File: src/rtl/pfc_defs.svh
// Register offsets, field positions, reset values and counts of the PLL frequency control
`ifndef PFC_DEFS_SVH
`define PFC_DEFS_SVH

`define PFC_ADDR_W        4
`define PFC_SYNTH_CONTROL_REG_ADDR    4'h0
`define PFC_SYNTH_CONTROL_REG_RESET   16'h3f00
`define PFC_CTRL_RESET    8'h3f
`define PFC_CTRL_MSB      15
`define PFC_CTRL_LSB      8
`define PFC_TAP_BIT       15
`define PFC_HALF_BIT      14
`define PFC_LOCK_BIT      3
`define PFC_PREDIV_LAST   7'h7f
`define PFC_TAP_LAST_LO   6'h0f
`define PFC_TAP_LAST_HI   6'h3f
`define PFC_OUT_LAST_LO   2'h3
`define PFC_OUT_LAST_HI   2'h1
`define PFC_LOCK_COUNT    8'h10
`define PFC_RESET_MULT    12'h100

`endif

File: src/rtl/pfc_pkg.sv
// Types shared by the PLL frequency control block
package pfc_pkg;

  // Frequency control byte, laid out as the upper register byte
  typedef struct packed {
    logic       tapSel;
    logic       halfOff;
    logic [5:0] modulus;
  } pfc_ctrl_s;

  // Register port request
  typedef struct packed {
    logic [3:0]  addr;
    logic [15:0] wdata;
    logic        wr;
    logic        rd;
  } pfc_req_s;

  // Whole block state
  typedef struct packed {
    logic [3:0]  sync1;
    logic [3:0]  sync2;
    logic [1:0]  prev;
    logic        pllMode;
    logic        rangeHigh;
    pfc_ctrl_s   ctrl;
    logic [6:0]  preDiv;
    logic [5:0]  fbPre;
    logic [5:0]  fbCnt;
    logic [1:0]  sysDiv;
    logic [1:0]  fbSeen;
    logic [7:0]  goodCnt;
    logic        locked;
    logic        chipRstn;
    logic        refTick;
    logic        fbTick;
    logic        sysTick;
    logic [11:0] sysMult;
    logic [15:0] rdata;
  } pfc_state_s;

endpackage : pfc_pkg

File: src/rtl/pfc_pll_frequency_control.sv
// Digital frequency control of the PLL clock synthesizer
//
// The address map and the strobed register port were decided locally.
`timescale 1ns/1ps
`include "pfc_defs.svh"

// Operation
// - Frequency set only by control register upper byte
// - Feedback modulus: 6-bit down counter, divide Y+1
// - Tap or modulus change forces a relock
// - Halving bit outside loop, no relock
// - Low range: system clock = ref*4(Y+1)*2^(2W+X)
// - High range: reference divided by 128 first
// - VCO is 2x or 4x system clock
// - Control register resets to 3F00
// - Low range reset gives 256 times reference
// - High range reset gives twice reference
// - Strap sampled in reset selects PLL or bypass
// - Lock bit readable; chip held until lock
module pfc_pll_frequency_control #(
  parameter logic [7:0] LOCK_COUNT = `PFC_LOCK_COUNT
) (
  // Clock and reset
  input  wire logic                   clk,
  input  wire logic                   resetn,
  // Pins from outside, asynchronous
  input  wire logic                   referenceInputPin,
  input  wire logic                   vcoClkPin,
  input  wire logic                   clockSourceStrap,
  input  wire logic                   refRangeHighStrap,
  // Register port
  input  wire logic [`PFC_ADDR_W-1:0] regAddr,
  input  wire logic [15:0]            regWdata,
  input  wire logic                   regWr,
  input  wire logic                   regRd,
  output logic      [15:0]            regRdata,
  // Loop and clock outputs
  output logic                        pllRefTick,
  output logic                        fbTick,
  output logic                        sysClkTick,
  output logic      [11:0]            sysMult,
  output logic                        lockStatusBit,
  output logic                        pllModeSel,
  output logic                        chipResetn
);

  pfc_pkg::pfc_state_s st_r;
  pfc_pkg::pfc_state_s st_nxt;
  pfc_pkg::pfc_req_s   req;

  logic refEdge;
  logic vcoEdge;
  logic pllRef;
  logic wrHit;
  logic loopChg;
  logic tapEnd;
  logic fbWrap;

  assign req = '{addr: regAddr, wdata: regWdata, wr: regWr, rd: regRd};

  // Edges seen only after both synchroniser stages
  assign refEdge = st_r.sync2[0] & ~st_r.prev[0];
  assign vcoEdge = st_r.sync2[1] & ~st_r.prev[1];
  // High range reference reaches the loop once per 128 edges
  assign pllRef  = st_r.rangeHigh ? (refEdge && st_r.preDiv == `PFC_PREDIV_LAST)
                                  : refEdge;
  assign wrHit   = req.wr && req.addr == `PFC_SYNTH_CONTROL_REG_ADDR;
  // Only the in-loop fields force a relock; halving bit is outside.
  // Counters restart in bypass too, so a count never outruns a smaller modulus
  assign loopChg = wrHit
                   && (req.wdata[`PFC_TAP_BIT] != st_r.ctrl.tapSel
                   || req.wdata[13:8] != st_r.ctrl.modulus);
  assign tapEnd  = st_r.fbPre == (st_r.ctrl.tapSel ? `PFC_TAP_LAST_HI
                                                   : `PFC_TAP_LAST_LO);
  assign fbWrap  = vcoEdge && tapEnd && st_r.fbCnt == 6'h00;

  // Next state of the whole block
  always_comb begin
    st_nxt         = st_r;
    st_nxt.sync1   = {refRangeHighStrap, clockSourceStrap, vcoClkPin, referenceInputPin};
    st_nxt.sync2   = st_r.sync1;
    st_nxt.prev    = st_r.sync2[1:0];
    st_nxt.refTick = 1'b0;
    st_nxt.fbTick  = 1'b0;
    st_nxt.sysTick = 1'b0;
    st_nxt.rdata   = 16'h0000;
    if (!resetn) begin
      // Straps follow the pins through reset; last value holds at release
      st_nxt.pllMode   = st_r.sync2[2];
      st_nxt.rangeHigh = st_r.sync2[3];
      st_nxt.ctrl      = pfc_pkg::pfc_ctrl_s'(`PFC_CTRL_RESET);
      st_nxt.preDiv    = 7'h00;
      st_nxt.fbPre     = 6'h00;
      st_nxt.fbCnt     = 6'h00;
      st_nxt.sysDiv    = 2'h0;
      st_nxt.fbSeen    = 2'h0;
      st_nxt.goodCnt   = 8'h00;
      st_nxt.locked    = 1'b0;
      st_nxt.chipRstn  = 1'b0;
      st_nxt.sysMult   = `PFC_RESET_MULT;
    end else begin
      // Reference prescaler, only used in the high range
      if (refEdge && st_r.rangeHigh) begin
        st_nxt.preDiv = st_r.preDiv + 7'h01;
      end
      st_nxt.refTick = pllRef && st_r.pllMode;
      // Feedback: tap prescaler, then modulo down counter
      if (vcoEdge) begin
        st_nxt.fbPre = tapEnd ? 6'h00 : st_r.fbPre + 6'h01;
        if (tapEnd) begin
          st_nxt.fbCnt = (st_r.fbCnt == 6'h00) ? st_r.ctrl.modulus
                                               : st_r.fbCnt - 6'h01;
        end
      end
      st_nxt.fbTick = fbWrap && st_r.pllMode;
      // Output prescaler: VCO divided by 4, or by 2 with halving bit set
      if (!st_r.pllMode) begin
        st_nxt.sysTick = refEdge;
      end else if (vcoEdge) begin
        if (st_r.sysDiv >= (st_r.ctrl.halfOff ? `PFC_OUT_LAST_HI : `PFC_OUT_LAST_LO)) begin
          st_nxt.sysDiv  = 2'h0;
          st_nxt.sysTick = 1'b1;
        end else begin
          st_nxt.sysDiv = st_r.sysDiv + 2'h1;
        end
      end
      // Lock detect: exactly one feedback tick per loop reference tick
      if (pllRef) begin
        st_nxt.fbSeen = {1'b0, fbWrap};
        if (st_r.fbSeen == 2'h1) begin
          st_nxt.goodCnt = (st_r.goodCnt >= LOCK_COUNT) ? LOCK_COUNT
                                                        : st_r.goodCnt + 8'h01;
        end else begin
          st_nxt.goodCnt = 8'h00;
        end
      end else if (fbWrap && st_r.fbSeen != 2'h2) begin
        st_nxt.fbSeen = st_r.fbSeen + 2'h1;
      end
      // Register write takes the frequency byte only
      if (wrHit) begin
        st_nxt.ctrl = pfc_pkg::pfc_ctrl_s'(req.wdata[`PFC_CTRL_MSB:`PFC_CTRL_LSB]);
      end
      // A new divider restarts the loop; the old lock history is void
      if (loopChg) begin
        st_nxt.fbPre   = 6'h00;
        st_nxt.fbCnt   = req.wdata[13:8];
        st_nxt.fbSeen  = 2'h0;
        st_nxt.goodCnt = 8'h00;
      end
      st_nxt.locked   = !st_r.pllMode || (st_nxt.goodCnt >= LOCK_COUNT);
      // Chip leaves reset once the loop first locks, then stays out
      st_nxt.chipRstn = st_r.chipRstn || st_r.locked;
      st_nxt.sysMult  = ({6'h00, st_r.ctrl.modulus} + 12'h001)
                        << ({2'h0, st_r.ctrl.tapSel, 1'b0} + {3'h0, st_r.ctrl.halfOff}
                            + 4'h2);
      if (req.rd && req.addr == `PFC_SYNTH_CONTROL_REG_ADDR) begin
        st_nxt.rdata[`PFC_CTRL_MSB:`PFC_CTRL_LSB] = st_r.ctrl;
        st_nxt.rdata[`PFC_LOCK_BIT]               = st_r.locked;
      end
    end
  end

  // Single state register
  always_ff @(posedge clk) begin
    st_r <= st_nxt;
  end

  // Outputs straight from state flops
  assign regRdata      = st_r.rdata;
  assign pllRefTick    = st_r.refTick;
  assign fbTick        = st_r.fbTick;
  assign sysClkTick    = st_r.sysTick;
  assign sysMult       = st_r.sysMult;
  assign lockStatusBit = st_r.locked;
  assign pllModeSel    = st_r.pllMode;
  assign chipResetn    = st_r.chipRstn;
endmodule : pfc_pll_frequency_control

File: config.mk
export PLATFORM = sky130hd
export DESIGN_NAME = pfc_pll_frequency_control
export DESIGN_NICKNAME = d
export VERILOG_FILES = /design/src/rtl/pfc_pkg.sv /design/src/rtl/pfc_pll_frequency_control.sv
export VERILOG_INCLUDE_DIRS = /design/src /design/src/rtl
export SDC_FILE = /design/constraint.sdc
export NUM_CORES = 1
export LEC_CHECK = 0
export ABC_AREA = 1
export BUFFER_PORTS_ARGS = -buffer_cell sky130_fd_sc_hd__buf_2
export CAP_MARGIN = 20
export CORE_UTILIZATION = 30
export DETAILED_ROUTE_END_ITERATION = 8
export GPL_TIMING_DRIVEN = 1
export PLACE_DENSITY = 0.55
export SLEW_MARGIN = 30
export SYNTH_ARGS = -nofsm -noshare
export SYNTH_HDL_FRONTEND = slang
export SYNTH_SLANG_ARGS = --single-unit
export TNS_END_PERCENT = 50
File: constraint.sdc
create_clock -name clk -period 2 [get_ports clk]
set_clock_uncertainty 0.2 [all_clocks]
set_input_delay 0.3 -clock clk [delete_from_list [all_inputs] [get_ports clk]]
set_output_delay 0.3 -clock clk [all_outputs]
set_load 0.02 [all_outputs]
==> flow_summary_export.csv <==
group,metric,value,unit
run_status,status,"finished, final reports clean",
routing,routed_wirelength,7.35,mm
routing,drc,0,
cts,post-cts-setup-buffer-count,0,
routing,ant_nets,0,
power_and_ir_drop,pleak,2.03,nW
flow_run,cap_viol_max_count,0,
power_and_ir_drop,power_switching,0.000809,W
logic_synthesis,xor_xnor_portion_of_the_synthesized_cell_area,0.0149,
logic_synthesis,synth.distinct_cells,37,
global_routing,use_met1,0.156,
placed_design,dp_slack,0.224,ns
routing,vias,2961,
logic_synthesis,synth_top_flop_cell,"dfxtp_1",
routing,drt_iter0_drc,126,
sta,total_negative_setup_slacks,0,ns
floorplanning,fp-row-count,39,
global_routing,antenna_found_initial,0,
power_and_ir_drop,power_frac_comb,0.079,
cts,tritoncts_num_sinks,77,
cts,h-tree-depth,3,
placed_design,total_of_buffers_placed_on_input_and_output_ports,46,
sta,post-route-period-util,0.876,
final_layout,layout-drive-gt1-share,0.158,
floorplanning,initial_core_util,0.309,
critical_path,launching_element_type_of_the_critical_path,"flip-flop",
routing,drt_pass1_iterations,4,
logic_synthesis,post_synth_and_or_nand_nor_area_fraction,0.270,
cts,cts_inserted_buffers,9,
logic_synthesis,synth.cell_area,0.00352,sq mm
power_and_ir_drop,power_density_of_the_placed_cells,863,mW/mm^2
logic_synthesis,synthCells,470,
power_and_ir_drop,power.internal,0.00278,W
critical_path,required,2.01,ns
global_routing,grt_use_met2,0.229,
sta,drv_slew,0,
power_and_ir_drop,swShare,0.226,
logic_synthesis,synth_seq_area_share,0.443,
placed_design,postPlaceCellArea,0.00381,sq mm
sta,finalCriticalPeriod,1.75,ns
sta,setup-violations-final,0,
sta,final-hold-violation-count,0,
global_routing,groute.layer.met3.usage,0.0423,
placed_design,detailedPlacementHpwl,5.58,mm
floorplanning,dieArea,0.0122,sq mm
global_routing,pin_count_of_the_biggest_net_entering_global_routing,19,
logic_synthesis,synthesis.area_per_instance,7.50,sq um
cts,worstSkewPairLatency,0.33,ns
final_layout,final-seq-area,0.00156,sq mm
critical_path,cp_max_fo,6,
power_and_ir_drop,share_of_total_power_in_the_clock_network,0.472,
floorplanning,die-height,110,microns
sta,grt_setup_unrepaired,"false",
logic_synthesis,post_synth_fa_ha_maj_area_fraction,0.0355,
sta,post-route-worst-setup-slack,0.249,ns
global_routing,grt_pass1_vias,2756,
sta,maxClockFrequency,0.571,GHz
routing,drt-wirelength-per-cell,11.1,microns
floorplanning,fp.dieW,110,microns
global_routing,grt.overflow.total,0,
final_layout,area_growth_syn_to_layout,18.0,%
global_routing,track_usage,0.134,
final_layout,postLayoutCellArea,0.00416,sq mm
min_path,timing.hold.worst.class,"input pin to flip-flop",
logic_synthesis,complex_gate_fraction_of_the_synthesized_area,0.0959,
final_layout,multiInputGateArea,0.00150,sq mm
cts,cts_tree,"built",
global_routing,gr-max-usage-layer,"met2",
cts,clk_transition_reported_paths,0.06,ns
power_and_ir_drop,seq_power_share,0.449,
logic_synthesis,largest_family_of_logic_cells_by_synthesized_area,"simple AND/OR/NAND/NOR gates",
final_layout,nNetsFinal,553,
routing,via_count_normalized_by_instance_count,4.47,
cts,ctsHoldBuffers,4,
logic_synthesis,synth_mux_area_frac,0,
cts,cts_repair_resize_count,0,
power_and_ir_drop,worst_ir_drop_vdd,0.527,mV
logic_synthesis,synth_enable_flop_cells,2,
cts,cts.path.max_buffers,2,
cts,cts-root-buf,"clkbuf_16",
logic_synthesis,synth.yosys.warnings,0,
critical_path,critical_path_arrival,1.76,ns
final_layout,antenna_cells,0,
global_routing,grt_first_pass_wirelength,12.4,mm
logic_synthesis,synthArstFlopShare,0,
critical_path,crit_path_end_kind,"flip-flop",
floorplanning,io_pins,62,
placed_design,place.gp.congestion,0.802,
logic_synthesis,synth_seq_cells,77,
final_layout,fillerInstances,1230,
floorplanning,placeableCoreArea,0.0114,sq mm
critical_path,path_class,"flip-flop to flip-flop",
==> through the flow <==
stage,util,hold slack (ns),std cells,total power [W]
after global routing,0.364,0.0552,663,0.00374
after global placement,0.333,0.112,643,0.00192
after detailed placement,0.333,0.116,643,0.00192
final,0.364,0.0433,663,0.00359
after floorplan,-,0.110,478,0.00186
after CTS,0.364,0.0286,663,0.00364
==> cell usage in the layout, fill, tap and decap left out, types with 2 or more instances in the layout <==
cell type	Yosys	layout
nor2_1	54	54
o21ai_0	22	22
bufinv_16	0	2
a21oi_1	24	24
inv_2	4	4
nand4_1	5	5
clkinv_2	0	2
a211oi_1	6	6
buf_4	28	13
nand3_1	43	43
and3_1	2	2
buf_2	2	46
nor3_1	14	14
nand2_1	90	90
ha_1	10	10
o22ai_1	3	3
conb_1	1	9
inv_1	58	58
xor2_1	5	5
dlygate4sd3_1	0	4
dfxtp_1	75	75
edfxtp_1	2	2
clkbuf_16	0	9
clkbuf_1	5	2
==> worst max-delay path, cell delays in order (launching register included) <==
cell and delay (ns):
dfxtp_1 0.36, ha_1 0.18, nand2_1 0.07, nor2_1 0.08, nand3_1 0.07, nand2_1 0.09
nand2_1 0.07, inv_1 0.20, nor2_1 0.06, nand2_1 0.06, nand2_1 0.04, nand2_1 0.05
nand3_1 0.08
==> worst paths after layout <==
kind,start,end,slack (ns),cells past startpoint
worst min-delay path,regWdata[8],st_r[64]$_SDFFE_PN1P_,0.04,3
worst max-delay path,st_r[57]$_SDFFE_PN0P_,lockStatusBit$_SDFF_PN0_,0.25,12
worst min register to register,st_nxt[78]$_DFF_P_,st_r[78]$_DFF_P_,0.13,0
worst max register to register,st_r[57]$_SDFFE_PN0P_,lockStatusBit$_SDFF_PN0_,0.25,12
==> synth_stat cells (2+ instances only) <==
master / count / area (sq um)
nand2_1: 90 / 338
inv_1: 58 / 218
buf_2: 2 / 10.0
o21ai_0: 22 / 110
dfxtp_1: 75 / 1500
buf_4: 28 / 210
nor2_1: 54 / 203
inv_2: 4 / 15.0
edfxtp_1: 2 / 60.1
clkbuf_1: 5 / 18.8
and3_1: 2 / 12.5
nand3_1: 43 / 215
o22ai_1: 3 / 18.8
a211oi_1: 6 / 45.0
xor2_1: 5 / 43.8
a21oi_1: 24 / 120
nand4_1: 5 / 31.3
nor3_1: 14 / 70.1
ha_1: 10 / 125
==> final cells by class <==
type	instances	area share
Tap cell	143	0.0430
Timing Repair Buffer	63	0.0885
Clock buffer	11	0.0560
Sequential cell	77	0.376
Clock inverter	5	0.0187
Inverter	63	0.0569
Multi-Input combinational cell	301	0.361
==> layer usage <==
| layer | vias to the layer above | wire [microns] |
|---|---|---|
| li1 | 1558 | - |
| met1 | 1332 | 3510 |
| met2 | 62 | 3430 |
| met3 | 9 | 353 |
| met4 | 0 | 63 |
| met5 | - | 0 |
==> registers in the layout, indices dropped and copies added (netlist names) <==
signal         cells
fbTick             1
pllModeSel         1
st_r              44
regRdata           9
pllRefTick         1
chipResetn         1
sysMult           12
st_nxt             6
lockStatusBit      1
sysClkTick         1
==> power by group through the flow <==
stage                     Combinational [W]  Clock [W]  Sequential, W
after floorplan                    0.000211          0        0.00164
after global placement             0.000274          0        0.00164
after detailed placement           0.000278          0        0.00164
after CTS                          0.000286    0.00174        0.00161
after global routing               0.000326    0.00180        0.00162
final                              0.000283    0.00169        0.00161
==> logic make-up after synthesis <==
logic type                 Yosys count
other                                1
and+or+nand+nor                    217
AOI/OAI and AO/OA                   59
buffers and inverters              100
DFF                                 77
adders and majority gates           10
xor gates and xnor gates             6
Note: power is estimated with default switching activity, not from simulation.
